$ cat src/verilog/fosq_regs.svh
// Register offsets, field positions, codes and constants of the flash command sequencer.
`ifndef FOSQ_REGS_SVH
`define FOSQ_REGS_SVH

// ----------------------------------------------------------------
// Register offsets
// ----------------------------------------------------------------
`define FOSQ_OFS_STATUS 3'h0
`define FOSQ_OFS_INDEX 3'h1
`define FOSQ_OFS_SLOT 3'h2
`define FOSQ_OFS_CONFIG 3'h3
`define FOSQ_OFS_PROTECT 3'h4

// ----------------------------------------------------------------
// Status, configuration and protection fields
// ----------------------------------------------------------------
`define FOSQ_BIT_COMMAND_COMPLETE_FLAG 7
`define FOSQ_BIT_ACCESS_ERROR_FLAG 5
`define FOSQ_BIT_PROTECTION_VIOLATION_FLAG 4
`define FOSQ_BIT_VERIFY 1
`define FOSQ_BIT_UNCORR 0
`define FOSQ_BIT_MODE_OK 0
`define FOSQ_BIT_PROT_EN 15

// ----------------------------------------------------------------
// Command codes and slot numbers
// ----------------------------------------------------------------
`define FOSQ_CMD_READ_ONCE 8'h04
`define FOSQ_CMD_PROG_PHRASE 8'h06
`define FOSQ_CMD_PROG_ONCE 8'h07
`define FOSQ_SLOT_CMD 3'h0
`define FOSQ_SLOT_PARAM 3'h1
`define FOSQ_SLOT_WORD0 3'h2
`define FOSQ_SLOT_LAST 3'h5
`define FOSQ_SLOT_COUNT 6
`define FOSQ_ONCE_MAX_INDEX 16'h0007

// ----------------------------------------------------------------
// Array constants and reset values
// ----------------------------------------------------------------
`define FOSQ_ERASED_WORD 16'hFFFF
`define FOSQ_INVALID_DATA 16'h0000
`define FOSQ_PFLASH_TOP 5'h1F
`define FOSQ_BLOCK0_TOP 5'h1F
`define FOSQ_CONFIG_RESET 16'h0001
`define FOSQ_PROTECT_RESET 16'h0000
`define FOSQ_LAST_WORD 2'h3

`endif

$ cat src/verilog/fosq_pkg.sv
// Types shared by the flash command sequencer.
package fosq_pkg;
  typedef enum logic [2:0] {
    FOSQ_IDLE = 3'b000,
    FOSQ_ECHK = 3'b001,
    FOSQ_PROG = 3'b010,
    FOSQ_VRFY = 3'b011,
    FOSQ_ORD = 3'b100
  } fosq_state_t;
endpackage

$ cat src/verilog/fosq_check.sv
// Launch-time parameter check of the command sequencer.
`include "fosq_regs.svh"
module fosq_check (
  input wire logic [7:0] cmd,
  input wire logic [2:0] slot_index,
  input wire logic [6:0] addr_hi,
  input wire logic [15:0] addr_lo,
  input wire logic mode_ok,
  input wire logic [15:0] protect,
  output logic access_error,
  output logic protect_error
);
  logic [22:0] gaddr;
  logic once_cmd;
  logic idx_bad;

  always_comb begin
    gaddr = {addr_hi, addr_lo};
    once_cmd = (cmd == `FOSQ_CMD_READ_ONCE) || (cmd == `FOSQ_CMD_PROG_ONCE);
    idx_bad = addr_lo > `FOSQ_ONCE_MAX_INDEX;
    access_error = 1'b0;
    protect_error = 1'b0;
    if (!mode_ok) begin
      access_error = 1'b1;
    end
    case (cmd)
      `FOSQ_CMD_READ_ONCE: begin
        if (slot_index != `FOSQ_SLOT_PARAM || idx_bad) begin
          access_error = 1'b1;
        end
      end
      `FOSQ_CMD_PROG_ONCE: begin
        if (slot_index != `FOSQ_SLOT_LAST || idx_bad) begin
          access_error = 1'b1;
        end
      end
      `FOSQ_CMD_PROG_PHRASE: begin
        if (slot_index != `FOSQ_SLOT_LAST) begin
          access_error = 1'b1;
        end
        if (gaddr[22:18] != `FOSQ_PFLASH_TOP) begin
          access_error = 1'b1;
        end
        if (gaddr[2:0] != 3'h0) begin
          access_error = 1'b1;
        end
        if (protect[`FOSQ_BIT_PROT_EN] && gaddr[22:16] >= protect[6:0]) begin
          protect_error = 1'b1;
        end
      end
      default: begin
        access_error = 1'b1;
      end
    endcase
    if (once_cmd) begin
      protect_error = 1'b0;
    end
  end
endmodule

$ cat src/verilog/fosq_core.sv
// Flash command sequencer for the one-time read, phrase program and one-time program commands.
//
// The register addresses and strobed register access were left to the implementer.
`include "fosq_regs.svh"

// Operation
// - read-once code 0x04, phrase index 0..7
// - one-time field lives in block 0 info region
// - read-once returns phrase into slots 2..5
// - flash reads invalid during read-once
// - read-once access error on index, mode, phrase
// - read-once: no protection error, read errors flagged
// - program-phrase code 0x06, address, four words
// - misaligned phrase address gives access error
// - program then verify, completion after verify
// - program commands need slot index 5, mode
// - invalid program-flash address gives access error
// - protected target sets protection error
// - verify errors set verify and uncorrectable flags
// - program-once code 0x07, index 0..7, words
// - program-once checks erased, programs, verifies
// - already programmed or bad index: access error
// - block 0 reads invalid during program-once
module fosq_core (
  input wire logic ref_clk,
  input wire logic rstn,
  input wire logic [2:0] reg_addr,
  input wire logic [15:0] reg_wdata,
  input wire logic reg_wr,
  input wire logic reg_rd,
  output logic [15:0] reg_rdata,
  output logic command_complete_flag,
  output logic nvm_req,
  output logic nvm_info,
  output logic nvm_write,
  output logic [22:0] nvm_addr,
  output logic [15:0] nvm_wdata,
  input wire logic [15:0] nvm_rdata,
  input wire logic nvm_done,
  input wire logic nvm_err,
  input wire logic nvm_uncorr,
  input wire logic [22:0] cpu_addr,
  input wire logic [15:0] cpu_rdata_in,
  output logic [15:0] cpu_rdata,
  output logic cpu_invalid
);
  // ----------------------------------------------------------------
  // State
  // ----------------------------------------------------------------
  fosq_pkg::fosq_state_t state_reg;
  logic command_complete_flag_reg;
  logic access_error_flag_reg;
  logic protection_violation_flag_reg;
  logic verify_reg;
  logic uncorr_reg;
  logic [2:0] index_reg;
  logic [15:0] config_reg;
  logic [15:0] protect_reg;
  logic [15:0] slot_reg [0:`FOSQ_SLOT_COUNT-1];
  logic [1:0] word_reg;
  logic [7:0] cmd_reg;
  logic chk_access_error_flag;
  logic chk_protection_violation_flag;
  logic stat_wr;
  logic launch_req;
  logic launch_ok;
  logic launch_bad;
  logic echk_fail;
  logic last_word;
  logic finish;
  logic word_bad;
  logic once_busy;
  logic pf_busy;

  function automatic logic [2:0] fosq_word_slot(input logic [1:0] w);
    fosq_word_slot = `FOSQ_SLOT_WORD0 + {1'b0, w};
  endfunction

  function automatic logic [15:0] fosq_slot_read(input logic [2:0] i, input logic [15:0] v);
    fosq_slot_read = (i <= `FOSQ_SLOT_LAST) ? v : 16'h0000;
  endfunction

  // ----------------------------------------------------------------
  // Launch decode
  // ----------------------------------------------------------------
  fosq_check u_check (
    .cmd(slot_reg[`FOSQ_SLOT_CMD][15:8]),
    .slot_index(index_reg),
    .addr_hi(slot_reg[`FOSQ_SLOT_CMD][6:0]),
    .addr_lo(slot_reg[`FOSQ_SLOT_PARAM]),
    .mode_ok(config_reg[`FOSQ_BIT_MODE_OK]),
    .protect(protect_reg),
    .access_error(chk_access_error_flag),
    .protect_error(chk_protection_violation_flag)
  );

  assign stat_wr = reg_wr && reg_addr == `FOSQ_OFS_STATUS;
  // A launch is only honoured while no earlier access or protection error is pending.
  assign launch_req = stat_wr && reg_wdata[`FOSQ_BIT_COMMAND_COMPLETE_FLAG] && command_complete_flag_reg && !access_error_flag_reg && !protection_violation_flag_reg;
  assign launch_ok = launch_req && !chk_access_error_flag && !chk_protection_violation_flag;
  assign launch_bad = launch_req && (chk_access_error_flag || chk_protection_violation_flag);
  assign last_word = word_reg == `FOSQ_LAST_WORD;
  assign echk_fail = state_reg == fosq_pkg::FOSQ_ECHK && nvm_done && (nvm_rdata != `FOSQ_ERASED_WORD || nvm_err);
  assign word_bad = nvm_rdata != slot_reg[fosq_word_slot(word_reg)];
  assign finish = echk_fail ||
    (nvm_done && last_word && (state_reg == fosq_pkg::FOSQ_VRFY || state_reg == fosq_pkg::FOSQ_ORD));
  assign command_complete_flag = command_complete_flag_reg;

  // ----------------------------------------------------------------
  // Sequencer
  // ----------------------------------------------------------------
  always_ff @(posedge ref_clk or negedge rstn) begin
    if (!rstn) begin
      state_reg <= fosq_pkg::FOSQ_IDLE;
      word_reg <= 2'h0;
      cmd_reg <= 8'h00;
    end else begin
      case (state_reg)
        fosq_pkg::FOSQ_IDLE: begin
          word_reg <= 2'h0;
          if (launch_ok) begin
            cmd_reg <= slot_reg[`FOSQ_SLOT_CMD][15:8];
            case (slot_reg[`FOSQ_SLOT_CMD][15:8])
              `FOSQ_CMD_READ_ONCE: state_reg <= fosq_pkg::FOSQ_ORD;
              `FOSQ_CMD_PROG_ONCE: state_reg <= fosq_pkg::FOSQ_ECHK;
              default: state_reg <= fosq_pkg::FOSQ_PROG;
            endcase
          end
        end
        fosq_pkg::FOSQ_ECHK: begin
          if (echk_fail) begin
            state_reg <= fosq_pkg::FOSQ_IDLE;
          end else if (nvm_done) begin
            word_reg <= word_reg + 2'h1;
            if (last_word) begin
              state_reg <= fosq_pkg::FOSQ_PROG;
            end
          end
        end
        fosq_pkg::FOSQ_PROG: begin
          if (nvm_done) begin
            word_reg <= word_reg + 2'h1;
            if (last_word) begin
              state_reg <= fosq_pkg::FOSQ_VRFY;
            end
          end
        end
        fosq_pkg::FOSQ_VRFY, fosq_pkg::FOSQ_ORD: begin
          if (nvm_done) begin
            word_reg <= word_reg + 2'h1;
            if (last_word) begin
              state_reg <= fosq_pkg::FOSQ_IDLE;
            end
          end
        end
        default: begin
          state_reg <= fosq_pkg::FOSQ_IDLE;
        end
      endcase
    end
  end

  // ----------------------------------------------------------------
  // Array port
  // ----------------------------------------------------------------
  // The one-time field is eight phrases of the block 0 information region, reached only here.
  always_comb begin
    nvm_req = state_reg != fosq_pkg::FOSQ_IDLE;
    nvm_info = cmd_reg != `FOSQ_CMD_PROG_PHRASE;
    nvm_write = state_reg == fosq_pkg::FOSQ_PROG;
    nvm_wdata = slot_reg[fosq_word_slot(word_reg)];
    if (nvm_info) begin
      nvm_addr = {17'h00000, slot_reg[`FOSQ_SLOT_PARAM][2:0], word_reg, 1'b0};
    end else begin
      nvm_addr = {slot_reg[`FOSQ_SLOT_CMD][6:0], slot_reg[`FOSQ_SLOT_PARAM][15:3], word_reg, 1'b0};
    end
  end

  // ----------------------------------------------------------------
  // Status flags
  // ----------------------------------------------------------------
  // A hardware set in the same cycle as a software clear is kept.
  always_ff @(posedge ref_clk or negedge rstn) begin
    if (!rstn) begin
      command_complete_flag_reg <= 1'b1;
    end else if (launch_ok) begin
      command_complete_flag_reg <= 1'b0;
    end else if (finish) begin
      command_complete_flag_reg <= 1'b1;
    end
  end

  always_ff @(posedge ref_clk or negedge rstn) begin
    if (!rstn) begin
      access_error_flag_reg <= 1'b0;
      protection_violation_flag_reg <= 1'b0;
    end else begin
      access_error_flag_reg <= (launch_bad && chk_access_error_flag) || echk_fail || (access_error_flag_reg && !(stat_wr && reg_wdata[`FOSQ_BIT_ACCESS_ERROR_FLAG]));
      protection_violation_flag_reg <= (launch_bad && chk_protection_violation_flag) || (protection_violation_flag_reg && !(stat_wr && reg_wdata[`FOSQ_BIT_PROTECTION_VIOLATION_FLAG]));
    end
  end

  always_ff @(posedge ref_clk or negedge rstn) begin
    if (!rstn) begin
      verify_reg <= 1'b0;
      uncorr_reg <= 1'b0;
    end else if (launch_ok) begin
      verify_reg <= 1'b0;
      uncorr_reg <= 1'b0;
    end else if (nvm_done && state_reg == fosq_pkg::FOSQ_VRFY) begin
      verify_reg <= verify_reg || nvm_err || word_bad;
      uncorr_reg <= uncorr_reg || nvm_uncorr;
    end else if (nvm_done && state_reg == fosq_pkg::FOSQ_ORD) begin
      verify_reg <= verify_reg || nvm_err;
      uncorr_reg <= uncorr_reg || nvm_uncorr;
    end
  end

  // ----------------------------------------------------------------
  // Software registers
  // ----------------------------------------------------------------
  always_ff @(posedge ref_clk or negedge rstn) begin
    if (!rstn) begin
      index_reg <= 3'h0;
      config_reg <= `FOSQ_CONFIG_RESET;
      protect_reg <= `FOSQ_PROTECT_RESET;
    end else if (reg_wr && command_complete_flag_reg) begin
      if (reg_addr == `FOSQ_OFS_INDEX) begin
        index_reg <= reg_wdata[2:0];
      end
      if (reg_addr == `FOSQ_OFS_CONFIG) begin
        config_reg <= {15'h0000, reg_wdata[`FOSQ_BIT_MODE_OK]};
      end
      if (reg_addr == `FOSQ_OFS_PROTECT) begin
        protect_reg <= {reg_wdata[`FOSQ_BIT_PROT_EN], 8'h00, reg_wdata[6:0]};
      end
    end
  end

  always_ff @(posedge ref_clk or negedge rstn) begin
    if (!rstn) begin
      for (int i = 0; i < `FOSQ_SLOT_COUNT; i++) begin
        slot_reg[i] <= 16'h0000;
      end
    end else if (state_reg == fosq_pkg::FOSQ_ORD && nvm_done) begin
      slot_reg[fosq_word_slot(word_reg)] <= nvm_rdata;
    end else if (reg_wr && command_complete_flag_reg && reg_addr == `FOSQ_OFS_SLOT && index_reg <= `FOSQ_SLOT_LAST) begin
      slot_reg[index_reg] <= reg_wdata;
    end
  end

  always_ff @(posedge ref_clk or negedge rstn) begin
    if (!rstn) begin
      reg_rdata <= 16'h0000;
    end else if (reg_rd) begin
      case (reg_addr)
        `FOSQ_OFS_STATUS: reg_rdata <= {8'h00, command_complete_flag_reg, 1'b0, access_error_flag_reg, protection_violation_flag_reg, 2'h0, verify_reg, uncorr_reg};
        `FOSQ_OFS_INDEX: reg_rdata <= {13'h0000, index_reg};
        `FOSQ_OFS_SLOT: reg_rdata <= fosq_slot_read(index_reg, slot_reg[index_reg[2:0] % 3'h6]);
        `FOSQ_OFS_CONFIG: reg_rdata <= config_reg;
        `FOSQ_OFS_PROTECT: reg_rdata <= protect_reg;
        default: reg_rdata <= 16'h0000;
      endcase
    end else begin
      reg_rdata <= 16'h0000;
    end
  end

  // ----------------------------------------------------------------
  // Processor read path
  // ----------------------------------------------------------------
  // Array contents cannot be trusted while a one-time command owns the block, so data is masked.
  assign once_busy = state_reg != fosq_pkg::FOSQ_IDLE && cmd_reg == `FOSQ_CMD_PROG_ONCE;
  assign pf_busy = state_reg != fosq_pkg::FOSQ_IDLE && cmd_reg == `FOSQ_CMD_READ_ONCE;

  always_ff @(posedge ref_clk or negedge rstn) begin
    if (!rstn) begin
      cpu_rdata <= 16'h0000;
      cpu_invalid <= 1'b0;
    end else if ((pf_busy && cpu_addr[22:18] == `FOSQ_PFLASH_TOP) ||
                 (once_busy && cpu_addr[22:18] == `FOSQ_BLOCK0_TOP)) begin
      cpu_rdata <= `FOSQ_INVALID_DATA;
      cpu_invalid <= 1'b1;
    end else begin
      cpu_rdata <= cpu_rdata_in;
      cpu_invalid <= 1'b0;
    end
  end
endmodule

$ cat config.mk
export PLATFORM = sky130hd
export DESIGN_NAME = fosq_core
export DESIGN_NICKNAME = d
export VERILOG_FILES = /design/src/verilog/fosq_pkg.sv /design/src/verilog/fosq_check.sv /design/src/verilog/fosq_core.sv
export VERILOG_INCLUDE_DIRS = /design/src /design/src/verilog
export SDC_FILE = /design/constraint.sdc
export NUM_CORES = 1
export LEC_CHECK = 0
export ABC_CLOCK_PERIOD_IN_PS = 3500
export CORE_UTILIZATION = 60
export CTS_BUF_LIST = sky130_fd_sc_hd__clkbuf_4 sky130_fd_sc_hd__clkbuf_8
export CTS_CLUSTER_DIAMETER = 40
export DETAILED_ROUTE_END_ITERATION = 16
export DONT_BUFFER_PORTS = 1
export HOLD_SLACK_MARGIN = 0.05
export PLACE_DENSITY = 0.78
export SYNTH_ARGS = -nofsm -noshare
export SYNTH_HDL_FRONTEND = slang
export SYNTH_SLANG_ARGS = --single-unit
$ cat constraint.sdc
create_clock -name ref_clk -period 3.5 [get_ports ref_clk]
set_input_delay 0.175 -clock ref_clk [delete_from_list [all_inputs] [get_ports ref_clk]]
set_output_delay 0.175 -clock ref_clk [all_outputs]
set_load 0.01 [all_outputs]
### Word-level counts from Yosys, hierarchy flattened

Index checks and enable logic that the tools add are counted.

* word-level logic and storage cells: 180
* output and inout bits: 76
* bits of input ports: 81
* bits in registers: 159

* bitwise operators: 3
* add/subtract/negate cells: 2
* div/mod/pow operators: 1
* multiplexer cells: 51
* eq/ne operators: 29
* reductions and logical operators: 66
* $lt $le $gt $ge: 8

Operators by type and width (number)
* $bwmux W96: 2
* $mux W96: 2
* $mux W16: 9
* $bmux W16 S3: 2
* $demux W16 S3: 2
* $pmux W16 S5: 1
* $eq A8 B3 Y1 const B: 5
* $logic_and A1 B1 Y1: 30
* $mux W3: 8
* $mux W23: 1
* $mux W1: 18
* $gt A16 B3 Y1 const B: 1
* $ne A16 B16 Y1: 1
* $ne A16 B16 Y1 const B: 1
* $logic_or A1 B1 Y1: 14
* $eq A3 B2 Y1 const B: 4
* $ge A4 B4 Y1 const B: 3
* $not A3 Y4: 3
* $pmux W3 S4: 1
* $reduce_bool A3 Y1: 4
* $reduce_and A2 Y1: 5
* $ne A3 B3 Y1 const B: 3
* $lt A4 B1 Y1 const B: 2
* $ne A2 B2 Y1 const B: 4
* other kinds (23): 34

### Longest topological paths before layout

Gate-level depths: netlist (run 1).

* depth after elaboration: 10
* gate-level depth with buffers: 9

### By module

Synthesis (run 1) repeated with hierarchy kept, for this count alone.

* cells, all modules: 819
* area, all modules: 8620.8 µm²

Modules (own cells, without submodules)
* fosq_core: cells each 778, area each 8316.7 µm², times used 1, seq. area each 3981.3 µm²
* fosq_check: cells each 41, area each 304.0 µm², times used 1, seq. area each 0.0 µm²

### Worst setup path after synthesis (run 1)

No wires, ideal clock.

* path kind: register to register
* from: reg word_reg[1]
* to: reg slot_reg[46] (netlist bit)
* slack: 0.973 ns
* arrival time: 2.381 ns
* cell stages (with the launch flop): 10
* path through: dfrtp_1 -> clkbuf_1 -> clkbuf_1 -> inv_1 -> ha_1 -> and2_1 -> clkbuf_1 -> o21ai_1 -> clkbuf_1 -> a22oi_1

* word-level cells in the longest chain between the ends: 8
* elaborated cells between the ends (all ways): 9
* those cells by class: add/sub (1); order compare (2); mux (4); bitwise (1); reduce/logical (1)

RTL lines
* from (decl): line fosq_core.sv:60 `logic [1:0] word_reg;`
* from (signal assigned): line fosq_core.sv:134 `word_reg <= word_reg + 2'h1;`
* from (signal assigned): line fosq_core.sv:142 `word_reg <= word_reg + 2'h1;`
* from (signal assigned): line fosq_core.sv:150 `word_reg <= word_reg + 2'h1;`
* $add A2 B2 Y3 (no source line) *
* $not A3 Y4 (not written as such) *: line fosq_core.sv:246 `slot_reg[fosq_word_slot(word_reg)] <= nvm_rdata;`
* $ge A4 B4 Y1 (not written as such) / $lt A4 B1 Y1 (equally long branches): line fosq_core.sv:246
* $logic_and A1 B1 Y1 (not written as such): line fosq_core.sv:246
* $mux W16 (not written as such): line fosq_core.sv:246
* $demux W16 S3 *: line fosq_core.sv:246
* $bwmux W96 *: line fosq_core.sv:246
* $mux W96 *: line fosq_core.sv:245 `end else if (state_reg == fosq_pkg::FOSQ_ORD && nvm_done) begin`
* to (signal, indexed assignment): line fosq_core.sv:246
* to (signal, indexed assignment): line fosq_core.sv:248 `slot_reg[index_reg] <= reg_wdata;`
* to (decl): line fosq_core.sv:59 `` logic [15:0] slot_reg [0:`FOSQ_SLOT_COUNT-1]; ``

Mark *: on every way between the ends. The rest lies on a longest branch, timed or not.
A chain may end at the register's enable or synchronous reset.

### Worst setup path after layout (run 1)

* from: reg index_reg[1]
* to: reg cmd_reg[0]

* word-level cells in the longest chain between the ends: 9
* elaborated cells between the ends (all ways): 14
* those cells by class: eq/ne (2); mux (6); reduce/logical (6)

RTL lines
* from (decl): line fosq_core.sv:56 `logic [2:0] index_reg;`
* from (signal assigned): line fosq_core.sv:229 `index_reg <= reg_wdata[2:0];`
* $ne A3 B3 Y1 (no source line)
* $mux W1: line fosq_check.sv:38 `` if (slot_index != `FOSQ_SLOT_LAST) begin ``
* $mux W1: line fosq_check.sv:41 `` if (gaddr[22:18] != `FOSQ_PFLASH_TOP) begin ``
* $mux W1: line fosq_check.sv:44 `if (gaddr[2:0] != 3'h0) begin`
* $pmux W1 S3 *: line fosq_check.sv:26 `case (cmd)`
* $logic_not A1 Y1 *: line fosq_core.sv:100 `assign launch_ok = launch_req && !chk_access_error_flag && !chk_protection_violation_flag;`
* $logic_and A1 B1 Y1 * (2 in series): line fosq_core.sv:100
* $reduce_and A2 Y1 (no source line) *
* to (signal assigned): line fosq_core.sv:122 `` cmd_reg <= slot_reg[`FOSQ_SLOT_CMD][15:8]; ``
* to (decl): line fosq_core.sv:61 `logic [7:0] cmd_reg;`

Marked as above.

==> reports/results.tsv, run 1 <==
stage	metric	value	unit
critical_path	crit_fanout	9	
sta	slew_headroom	24.47	%
critical_path	r2r-end	cmd_reg[0]$_DFFE_PN0P_	
drt	wire_per_inst	28.36	µm
clock_network	cts_root_buf	clkbuf_8	
outcome	outcome	complete, but fails checks	
clock_network	clk_pin_slew_worst_paths	0.09	ns
floorplan	die_y	122.3	µm
synthesis	postSynthCellCount	786	
power_and_ir_drop	p_leak	4.142	nW
sta	period_share	83.16	%
global_routing	grt_use_met2	63.10	%
clock_network	insertion_delay	0.47	ns
min_path	hold_class	input pin to async pin	
placed_design	dp_cells	922	
outcome	violations	hold timing	
global_routing	gr-usage-met3	10.22	%
floorplan	io_pins	157	
global_routing	grt_antenna_before_repair	2	
synthesis	synth_fp_nets	878	
floorplan	fp.dieW	122.3	µm
floorplan	rows	43	
synthesis	syn-cell-area	8682	µm²
layout	drive_gt1_share	16.63	%
clock_network	cts_tree	yes	
sta	worst_slew_pin_slew	1.123	ns
clock_network	htreeDepth	4	
layout	seqCellArea	3983	µm²
placed_design	hpwl	18.10	mm
global_routing	grt_max_degree	160	
clock_network	clockBufferDepth	2	
sta	finalWorstPathRequiredPeriod	2.911	ns
global_routing	overflow	0	
sta	skew	0.01266	ns
layout	largest_register_ffs	96	
synthesis	ys_warn_count	0	
layout	nNetsFinal	921	
drt	dr_total_vias	7542	
synthesis	ys_types	70	
synthesis	ys_seq_area_share	45.86	%
drt	drt_drc_violations_left	0	
sta	hold_viol	159	
critical_path	worstPathRequired	3.86	ns
synthesis	async_reset_ff_share	100.0	%
power_and_ir_drop	p_int	0.002603	W
clock_network	postCtsSetupBuffers	0	
critical_path	cp.arrival	3.27	ns
global_routing	grt_util_met1	52.53	%
synthesis	synth_enable_flop_cells	0	
placed_design	numPortBuffers	0	
power_and_ir_drop	ir_worst_vdd	0.2499	mV
power_and_ir_drop	swShare	23.55	%
placed_design	post_dp_cell_area	8803	µm²
power_and_ir_drop	p_seq_share	54.5	%
layout	final_area	9903	µm²
synthesis	syn_area_per_cell	11.05	µm²
power_and_ir_drop	power_switching	0.0008018	W
layout	fillers	1014	
power_and_ir_drop	pwr-share-clk	41.5	%
sta	fin_tns_setup	0	ns
placed_design	place_ws	0.6915	ns
critical_path	end_kind	register	
layout	area_growth	14.07	%
floorplan	dieArea	14950	µm²
global_routing	grt_pass1_vias	7297	
drt	first_iter_violations	1270	
sta	max_freq	343.6	MHz
clock_network	cts_sinks	159	
global_routing	track_usage	40.46	%
critical_path	path_class	register to register	
placed_design	gp_congestion	0.9586	
synthesis	ys.flop_type	dfrtp_1	
clock_network	cts.repair.resized	0	
drt	via_per_inst	7.351	
drt	drt_wl_total	29.09	mm
clock_network	numCtsBuffers	17	
layout	multi_input_area	4378	µm²
power_and_ir_drop	pwr-share-comb	4.0	%
critical_path	cp-start-kind	register	
synthesis	ys_seq_elements	159	
layout	stdcell_count	1026	
sta	rsz0062_at_grt	false	
sta	setup_slack	0.5893	ns
drt	drt_pass1_iterations	7	
sta	slew_viol_final	0	
power_and_ir_drop	p_per_area	343.8	nW/µm²
critical_path	r2r_cells	5	
flow_run	drv_cap	0	
drt	ant_nets	0	
sta	hold_ws	-0.6144	ns
floorplan	start_util	62.07	%
floorplan	coreArea	13990	µm²
layout	layout_commonest_cell	dfrtp_1	
layout	final_cell_mix	dfrtp_1 (156), dlygate4sd3_1 (68), a22oi_1 (66), nand2_1 (62), o2bb2ai_1 (46)	
sta	setup_violations	0	
critical_path	r2r_slack	0.59	ns
global_routing	grt_pass1_wl	43.64	mm
clock_network	hold_buffers	68	
critical_path	r2r-start	index_reg[1]$_DFFE_PN0P_	
global_routing	grt-busiest-layer	met2	
layout make-up:
cell class	instances	share of cell area (%)
well taps	180	2.274
clock buffers	21	2.792
multi-input cells	545	44.21
diodes	4	0.1011
flip-flops and latches	159	40.21
inverters	18	0.6822
clock inverters	11	1.339
repair buffers	88	8.389
metrics by stage:
| stage | util, % | total power [W] |
|---|---|---|
| after floorplan | - | 0.001937 |
| after global placement | 62.93 | 0.001932 |
| final | 70.80 | 0.003405 |
| after global routing | 70.76 | 0.003492 |
| after detailed placement | 62.93 | 0.001934 |
| after CTS | 70.72 | 0.003399 |
cell usage after synthesis (5+ instances only):
| master | n | share of area (%) |
|---|---|---|
| mux2_4 | 10 | 1.7 |
| mux2_2 | 41 | 5.3 |
| nand3_1 | 8 | 0.46 |
| nor2_1 | 18 | 0.78 |
| nor2b_1 | 25 | 1.8 |
| a22oi_1 | 66 | 5.7 |
| buf_1 | 7 | 0.30 |
| nor4_1 | 8 | 0.58 |
| a21oi_1 | 17 | 0.98 |
| mux4_2 | 24 | 6.2 |
| o22ai_1 | 6 | 0.43 |
| nor3_1 | 19 | 1.1 |
| nand2b_1 | 8 | 0.58 |
| and2_1 | 31 | 2.2 |
| a211oi_1 | 8 | 0.69 |
| inv_1 | 18 | 0.78 |
| buf_2 | 6 | 0.35 |
| o21ai_0 | 16 | 0.92 |
| nand2_1 | 62 | 2.7 |
| clkbuf_1 | 44 | 1.9 |
| mux2i_1 | 15 | 1.7 |
| ha_1 | 11 | 1.6 |
| dfrtp_1 | 157 | 45 |
| nor3b_1 | 5 | 0.43 |
| and3_1 | 5 | 0.36 |
| nand4_1 | 7 | 0.50 |
| o2bb2ai_1 | 46 | 4.6 |
| xor2_1 | 13 | 1.3 |
| o211ai_1 | 7 | 0.61 |
metal layers:
metal / wire (µm) / part of all wire (%) / vias to the layer above
li1: - / - / 3047
met5: 0 / 0 / -
met4: 1506 / 5.2 / 0
met1: 10470 / 36 / 3729
met3: 3272 / 11 / 130
met2: 13840 / 48 / 636
cells by family after synthesis:
kind of cell             Yosys count  synth area share [%]
adder cells (fa/ha/maj)           11                 1.585
AND/OR/NAND/NOR                  216                 13.42
flip-flops                       159                 45.86
XOR/XNOR                          17                 1.715
AO/OA/AOI/OAI                    208                 17.91
buffers and inverters             82                 4.208
other                              1               0.04319
multiplexers                      92                 15.26
worst max path at each step:
stage | start | endpoint | cells after the start
floorplan | word_reg[1]$_DFFE_PN0P_ | slot_reg[46]$_DFFE_PN0P_ | 9
global placement | index_reg[1]$_DFFE_PN0P_ | cmd_reg[0]$_DFFE_PN0P_ | 5
detailed placement | index_reg[1]$_DFFE_PN0P_ | cmd_reg[1]$_DFFE_PN0P_ | 5
CTS | state_reg[1]$_DFFE_PN0P_ | slot_reg[67]$_DFFE_PN0P_ | 5
global route | index_reg[1]$_DFFE_PN0P_ | cmd_reg[1]$_DFFE_PN0P_ | 5
finish | index_reg[1]$_DFFE_PN0P_ | cmd_reg[0]$_DFFE_PN0P_ | 5
power by group through the flow:
stage               Combinational [W]  Clock [W]  Sequential, W
global route                 0.000141    0.00149        0.00186
CTS                          0.000129    0.00141        0.00186
floorplan                   0.0000441          0        0.00189
detailed placement          0.0000402          0        0.00189
finish                       0.000136    0.00141        0.00186
global placement            0.0000383          0        0.00189
critical path, cell delays in order, from the launching register on:
cell       delay, ns
dfrtp_1         0.39
nand3b_1        0.32
or4_1           0.60
o32ai_1         0.52
o2111ai_1       0.53
mux2_2          0.44
Power figures use the tool's default switching activity.
==> run 2, diff against run 1 <==
ABC_AREA = 1   (was not set)
ABC_CLOCK_PERIOD_IN_PS = 2950   (was 3500)
clock period = 2.95 ns   (was 3.5 ns; I/O delays follow)
==> reports/results.tsv, run 2 <==
stage	metric	value	unit	change
layout	final_cell_mix	nand2_1 (347), inv_1 (177), dfrtp_1 (157), nor2_1 (92), o22ai_1 (88)		
drt	top_layer	met4		
drt	first_iter_violations	1138		-10%
critical_path	cp.arrival	3.03	ns	-0.24 ns
critical_path	worstPathRequired	3.30	ns	-0.56 ns
drt	route.met3.wl	3.605	mm	+10%
clock_network	cts_root_buf	clkbuf_8		
synthesis	async_reset_ff_share	100.0	%	unchanged
drt	met1_length	11.29	mm	+7.8%
layout	layout_commonest_cell	nand2_1		
critical_path	cp-start-kind	register		
layout	largest_register_ffs	96		unchanged
drt	dr_total_vias	8965		+19%
synthesis	synth_top_area_share	44.09	%	-1.2 points
placed_design	gp_congestion	0.9563		-0.24%
sta	period_share	90.89	%	+7.7 points
sta	skew	0.02495	ns	+0.01230 ns
critical_path	end_kind	register		
sta	hold_viol	159		unchanged
sta	worst_slew_pin_slew	0.8008	ns	-0.3218 ns
floorplan	io_pins	157		unchanged
sta	fin_tns_setup	0	ns	unchanged
clock_network	numCtsBuffers	17		unchanged
sta	max_freq	373.0	MHz	+8.6%
clock_network	htreeDepth	4		unchanged
layout	fillers	1187		+17%
critical_path	path_class	register to register		
synthesis	yosysMostFrequentCell	nand2_1		
synthesis	netlist.top_cell.by_area	dfrtp_1		
floorplan	start_util	61.30	%	-0.76 points
outcome	violations	hold timing		
drt	drt_pass1_iterations	6		-1
placed_design	numPortBuffers	0		unchanged
outcome	outcome	complete, but fails checks		
sta	slew_viol_final	0		unchanged
synthesis	synth_fp_nets	1296		+48%
sta	setup_violations	0		unchanged
critical_path	crit_fanout	17		+8
critical_path	crit_chain	nor4_1, nand4_1, nor4_4, buf_12, nor2_1, dlygate4sd3_1		
sta	hold_ws	-0.6568	ns	-0.04241 ns
synthesis	postSynthCellCount	1204		+53%
floorplan	rows	44		+2.3%
clock_network	cts_sinks	159		unchanged
clock_network	insertion_delay	0.50	ns	+0.03 ns
floorplan	fp.dieW	123.9	µm	+1.3%
drt	wire_per_inst	20.36	µm	-28%
synthesis	ys_seq_elements	159		unchanged
critical_path	slowest_stage	nor4_1		
power_and_ir_drop	p_per_area	791.0	nW/µm²	+130%
sta	slew_headroom	46.48	%	+22 points
global_routing	grt_max_degree	160		unchanged
sta	finalWorstPathRequiredPeriod	2.681	ns	-0.2296 ns
placed_design	hpwl	18.78	mm	+3.7%
drt	via_per_inst	6.078		-17%
drt	drt_wl_total	30.03	mm	+3.2%
synthesis	synth_common_cells	nand2_1 (347), inv_1 (177), dfrtp_1 (157)		
min_path	hold_class	input pin to async pin		
sta	rsz0062_at_grt	false		
power_and_ir_drop	p_leak	5.117	nW	+24%
layout	nNetsFinal	1369		+49%
layout	drive_gt1_share	6.667	%	-10 points
layout	area_growth	15.21	%	
power_and_ir_drop	ir_worst_vdd	0.5434	mV	+120%
global_routing	grt_pass1_wl	46.20	mm	+5.8%
global_routing	track_usage	41.48	%	+1.0 points
synthesis	syn_area_per_cell	7.400	µm²	-33%
floorplan	dieArea	15340	µm²	+2.6%
synthesis	syn-cell-area	8910	µm²	+2.6%
synthesis	synthTopCellsByArea	dfrtp_1 (44%), nand2_1 (15%), inv_1 (7.5%), o22ai_1 (6.2%), nand3_1 (3.9%)		
global_routing	grt_pass1_vias	8532		+17%
clock_network	clk_pin_slew_worst_paths	0.11	ns	+0.02 ns
synthesis	synth_enable_flop_cells	0		unchanged
floorplan	coreArea	14530	µm²	+3.9%
clock_network	clockBufferDepth	2		unchanged
synthesis	ys_warn_count	0		unchanged
global_routing	grt_antenna_before_repair	1		-1
synthesis	ys.flop_type	dfrtp_1		
critical_path	cpPeakStageDelay	0.63	ns	+0.03 ns
floorplan	die_y	123.9	µm	+1.3%
synthesis	ys_types	46		-34%
clock_network	cts_tree	yes		
drt	drt_drc_violations_left	0		unchanged
power_and_ir_drop	power	0.008120	W	+140%
global_routing	overflow	0		unchanged
layout	final_core_util	70.63	%	-0.17 points
clock_network	hold_buffers	76		+12%
synthesis	ys_seq_area_share	44.68	%	-1.2 points
drt	dr_wl_met2	13.50	mm	-2.5%
flow_run	drv_cap	0		unchanged
drt	ant_nets	0		unchanged
==> run 2: cell types whose count changed in the layout (fill, tap and decap cells not counted), sizes merged, moves of 24 or more <==
| cell | delta |
|---|---|
| o21ai | +97 |
| nand3 | +61 |
| o22ai | +82 |
| a22oi | -62 |
| nor2 | +82 |
| o2bb2ai | -46 |
| inv | +172 |
| nor2b | -25 |
| mux4 | -24 |
| nand2 | +292 |
| mux2 | -43 |
| and2 | -31 |
==> run 2: where the power goes <==
group	internal, W	leakage [nW]	total [W]	switching (W)
logic	0.00107	3.00	0.00328	0.00221
clock network	0.000705	0.191	0.00163	0.000926
registers	0.00272	1.93	0.00321	0.000490
total	0.00450	5.12	0.00812	0.00362
==> run 2: per-stage QoR <==
stage | cell area, µm² | hold slack [ns] | worst slack [ns] | instances
after global placement | 9105 | -0.1454 | 0.7821 | 1365
after detailed placement | 9105 | -0.1454 | 0.7269 | 1365
after CTS | 10240 | -0.6635 | 0.3558 | 1473
after global routing | 10260 | -0.6889 | 0.1640 | 1475
after floorplan | 8910 | -0.1481 | 0.9539 | 1204
final | 10260 | -0.6568 | 0.2689 | 1475
==> run 2: cells by family (layout without fill, tap and decap cells) <==
group	after synthesis	after routing	synth area share (%)
flip-flops	159	159	44.68
AO/OA/AOI/OAI	248	248	16.44
adder cells (fa/ha/maj)	11	11	1.545
other	1	2	0.04209
multiplexers	10	10	1.264
buffers and inverters	233	319	10.38
AND/OR/NAND/NOR	542	542	25.64
==> run 2: final timing paths <==
check,start,to,slack (ns),depth (start not counted)
min in group ref_clk,reg_addr[0],access_error_flag_reg$_DFF_PN0_,0.07,6
worst min register to register,slot_reg[71]$_DFFE_PN0P_,slot_reg[71]$_DFFE_PN0P_,0.50,2
max in group asynchronous,rstn,slot_reg[29]$_DFFE_PN0P_,3.35,0
worst max register to register,cmd_reg[5]$_DFFE_PN0P_,cpu_rdata[0]$_DFF_PN0_,0.27,6
worst max-delay path,cmd_reg[5]$_DFFE_PN0P_,cpu_rdata[0]$_DFF_PN0_,0.27,6
worst min-delay path,rstn,cpu_rdata[1]$_DFF_PN0_,-0.66,0
==> run 2: final cells by class <==
cell class                 count  area [µm²]  share of cell area (%)
clock buffer                  19       249.0                   2.426
inverter                     187       704.4                   6.863
multi-input combinational    812        4004                   39.01
tap                          184       230.2                   2.243
clock inverter                13       127.6                   1.243
antenna                        1       2.502                 0.02438
sequential                   159        3981                   38.79
timing repair buffer         100       965.9                   9.410
==> run 2: critical path, delay by kind of cell, from the launching register on <==
kind | cells | cell delay, ns
buffers and inverters | 2 | 0.80
AND/OR/NAND/NOR | 4 | 1.31
flip-flops | 1 | 0.42
==> run 2: layer usage <==
layer	GRT usage, %	vias up
met5	0	-
met1	53.36	4138
met4	25.45	0
met2	61.49	628
li1	-	4064
met3	12.32	135
==> run 2: what timing repair did <==
item | 4_1_cts | 5_1_grt
endpoints found under the setup margin | 0 | 13
endpoints found under the hold margin | 275 | 159
setup buffers | 0 | 1
gates resized for setup | 0 | 0
==> run 3, diff against run 2 <==
--- a/config.mk
+++ b/config.mk
@@ -8,5 +8,5 @@
 export LEC_CHECK = 0
 export ABC_AREA = 1
-export ABC_CLOCK_PERIOD_IN_PS = 2950
+export ABC_CLOCK_PERIOD_IN_PS = 2750
 export CORE_UTILIZATION = 60
 export CTS_BUF_LIST = sky130_fd_sc_hd__clkbuf_4 sky130_fd_sc_hd__clkbuf_8
@@ -16,4 +16,5 @@
 export HOLD_SLACK_MARGIN = 0.05
 export PLACE_DENSITY = 0.78
+export RECOVER_POWER = 25
 export SYNTH_ARGS = -nofsm -noshare
 export SYNTH_HDL_FRONTEND = slang
==> constraint.sdc (replaced) <==
create_clock -name ref_clk -period 2.75 [get_ports ref_clk]
set_input_delay 0.1375 -clock ref_clk [delete_from_list [all_inputs] [get_ports ref_clk]]
set_output_delay 0.1375 -clock ref_clk [all_outputs]
set_load 0.005 [all_outputs]
==> reports/results.tsv, run 3 (synthesized netlist as in run 2, its figures left out) <==
stage	metric	value	unit	change
outcome	outcome	complete, but fails checks		
outcome	violations	hold timing		
layout	drive_gt1_share	6.599	%	-0.067 points
clock_network	htreeDepth	4		unchanged
layout	antenna_cells	0		-1
sta	skew	0.01932	ns	-0.005629 ns
sta	finalWorstPathRequiredPeriod	2.727	ns	
clock_network	hold_buffers	76		unchanged
layout	final_cell_mix	nand2_1 (347), inv_1 (177), dfrtp_1 (157), nor2_1 (92), o22ai_1 (88)		
sta	slew_viol_final	0		unchanged
critical_path	end_kind	output port		
power_and_ir_drop	p_int	0.004810	W	+7.0%
drt	first_iter_violations	1023		-10%
drt	drt_pass1_iterations	6		unchanged
sta	max_freq	366.7	MHz	
power_and_ir_drop	swShare	44.06	%	-0.56 points
drt	drt_drc_violations_left	0		unchanged
placed_design	place_ws	0.4844	ns	-0.2425 ns
global_routing	grt_antenna_before_repair	0		-1
critical_path	r2r-end	cpu_rdata[11]$_DFF_PN0_		
floorplan	die_y	123.9	µm	unchanged
clock_network	numCtsBuffers	17		unchanged
global_routing	grt_pass1_wl	45.29	mm	-2.0%
floorplan	dieArea	15340	µm²	unchanged
sta	period_share	99.16	%	
sta	fin_tns_setup	0	ns	unchanged
critical_path	r2r_slack	0.14	ns	-0.13 ns
floorplan	rows	44		unchanged
sta	slew_headroom	48.96	%	+2.5 points
sta	rsz0062_at_grt	false		
layout	area_growth	15.05	%	
drt	drt_wl_total	29.29	mm	-2.4%
min_path	hold_class	input pin to async pin		
clock_network	clk_pin_slew_worst_paths	0.10	ns	about the same
power_and_ir_drop	p_leak	5.116	nW	about the same
sta	setup_violations	0		unchanged
power_and_ir_drop	ir_worst_vdd	0.4821	mV	-11%
clock_network	clockBufferDepth	2		unchanged
clock_network	cts_sinks	159		unchanged
layout	layout_commonest_cell	nand2_1		
critical_path	slowest_stage	nor4_2		
power_and_ir_drop	pwr-share-clk	20.2	%	about the same
floorplan	io_pins	157		unchanged
power_and_ir_drop	power_switching	0.003789	W	+4.6%
critical_path	cp-start-kind	register		
critical_path	path_class	register to output port		
critical_path	crit_chain	nor4_2, nand4_1, buf_4, o21ai_0		
critical_path	r2r-start	cmd_reg[5]$_DFFE_PN0P_		
critical_path	cpPeakStageDelay	0.56	ns	-0.07 ns
clock_network	insertion_delay	0.48	ns	-0.02 ns
global_routing	grt_pass1_vias	8617		+1.0%
power_and_ir_drop	p_per_area	838.8	nW/µm²	+6.0%
sta	hold_ws	-0.6575	ns	-0.0006590 ns
clock_network	cts_tree	yes		
sta	worst_slew_pin_slew	0.7638	ns	-0.03703 ns
placed_design	numPortBuffers	0		unchanged
drt	wire_per_inst	19.90	µm	-2.2%
clock_network	cts_root_buf	clkbuf_8		
global_routing	overflow	0		unchanged
drt	via_per_inst	6.113		+0.58%
floorplan	start_util	61.30	%	unchanged
placed_design	gp_congestion	0.9282		-2.9%
sta	setup_slack	0.02305	ns	-0.2458 ns
drt	dr_total_vias	8999		+0.38%
layout	largest_register_ffs	96		unchanged
drt	ant_nets	0		unchanged
flow_run	drv_cap	0		unchanged
critical_path	worstPathRequired	2.61	ns	-0.69 ns
layout	fillers	1184		-0.25%
global_routing	grt_max_degree	160		unchanged
power_and_ir_drop	pwr-share-comb	39.9	%	-0.4 points
floorplan	coreArea	14530	µm²	unchanged
floorplan	fp.dieW	123.9	µm	unchanged
critical_path	cp.arrival	2.59	ns	-0.44 ns
power_and_ir_drop	p_seq_share	39.9	%	+0.3 points
global_routing	track_usage	40.13	%	-1.3 points
sta	hold_viol	159		unchanged
placed_design	hpwl	18.84	mm	+0.32%
critical_path	r2r_cells	6		unchanged
layout	nNetsFinal	1367		-0.15%
critical_path	crit_fanout	19		+2
run 3: worst max-delay path, delay by kind of cell (launching register included):
kind / cells / cell delay (ns)
simple gates: 2 / 0.96
flops: 1 / 0.41
compound gates: 1 / 0.40
buf+inv: 1 / 0.34
run 3: worst max path at each step:
stage	startpoint	to	slack, ns	depth (start not counted)
after floorplan	word_reg[0]$_DFFE_PN0P_	slot_reg[18]$_DFFE_PN0P_	0.79	8
after global placement	word_reg[1]$_DFFE_PN0P_	slot_reg[62]$_DFFE_PN0P_	0.52	7
after detailed placement	word_reg[1]$_DFFE_PN0P_	slot_reg[62]$_DFFE_PN0P_	0.48	7
after CTS	cmd_reg[5]$_DFFE_PN0P_	nvm_addr[3]	0.07	4
after global routing	cmd_reg[5]$_DFFE_PN0P_	nvm_addr[3]	0.07	4
final	cmd_reg[5]$_DFFE_PN0P_	nvm_addr[3]	0.02	4
run 3: per-stage QoR:
| step | total power [W] | instance area [µm²] | util [%] | cells | hold slack, ns |
|---|---|---|---|---|---|
| 2_1_floorplan | 0.005679 | 8910 | - | 1204 | -0.1581 |
| 3_3_place_gp | 0.006535 | 9077 | 62.46 | 1363 | -0.1554 |
| 3_5_place_dp | 0.006623 | 9077 | 62.46 | 1363 | -0.1553 |
| 4_1_cts | 0.008428 | 10220 | 70.35 | 1471 | -0.6617 |
| 5_1_grt | 0.009159 | 10250 | 70.53 | 1472 | -0.6720 |
| 6_report | 0.008599 | 10250 | 70.53 | 1472 | -0.6575 |
run 3: timing repair:
item                                    in CTS  in global routing
buffers inserted                             0                  1
hold endpoints to repair                   268                159
endpoints found under the setup margin       0                 20
gates resized for setup                      0                  1
run 3: final cells by class:
type	count	area (µm²)	area share, %
Multi-Input combinational cell	812	4010	39.12
Sequential cell	159	3981	38.84
Timing Repair Buffer	98	938.4	9.154
Inverter	187	704.4	6.872
Clock buffer	18	241.5	2.356
Tap cell	184	230.2	2.246
Clock inverter	14	145.1	1.416
run 3: metal layers:
layer  GRT usage (%)  vias up  wire, µm
met1           50.39     4150     11120
met3           9.203      137      3039
li1                -     4061         -
met4           27.33        0      1933
met5           1.389        -         0
met2           61.56      651     13200
run 3: power groups by stage:
stage	Combinational (W)	Sequential (W)	Clock [W]
floorplan	0.00239	0.00329	0
global placement	0.00312	0.00342	0
detailed placement	0.00318	0.00344	0
CTS	0.00329	0.00340	0.00174
global route	0.00382	0.00350	0.00184
finish	0.00343	0.00343	0.00174
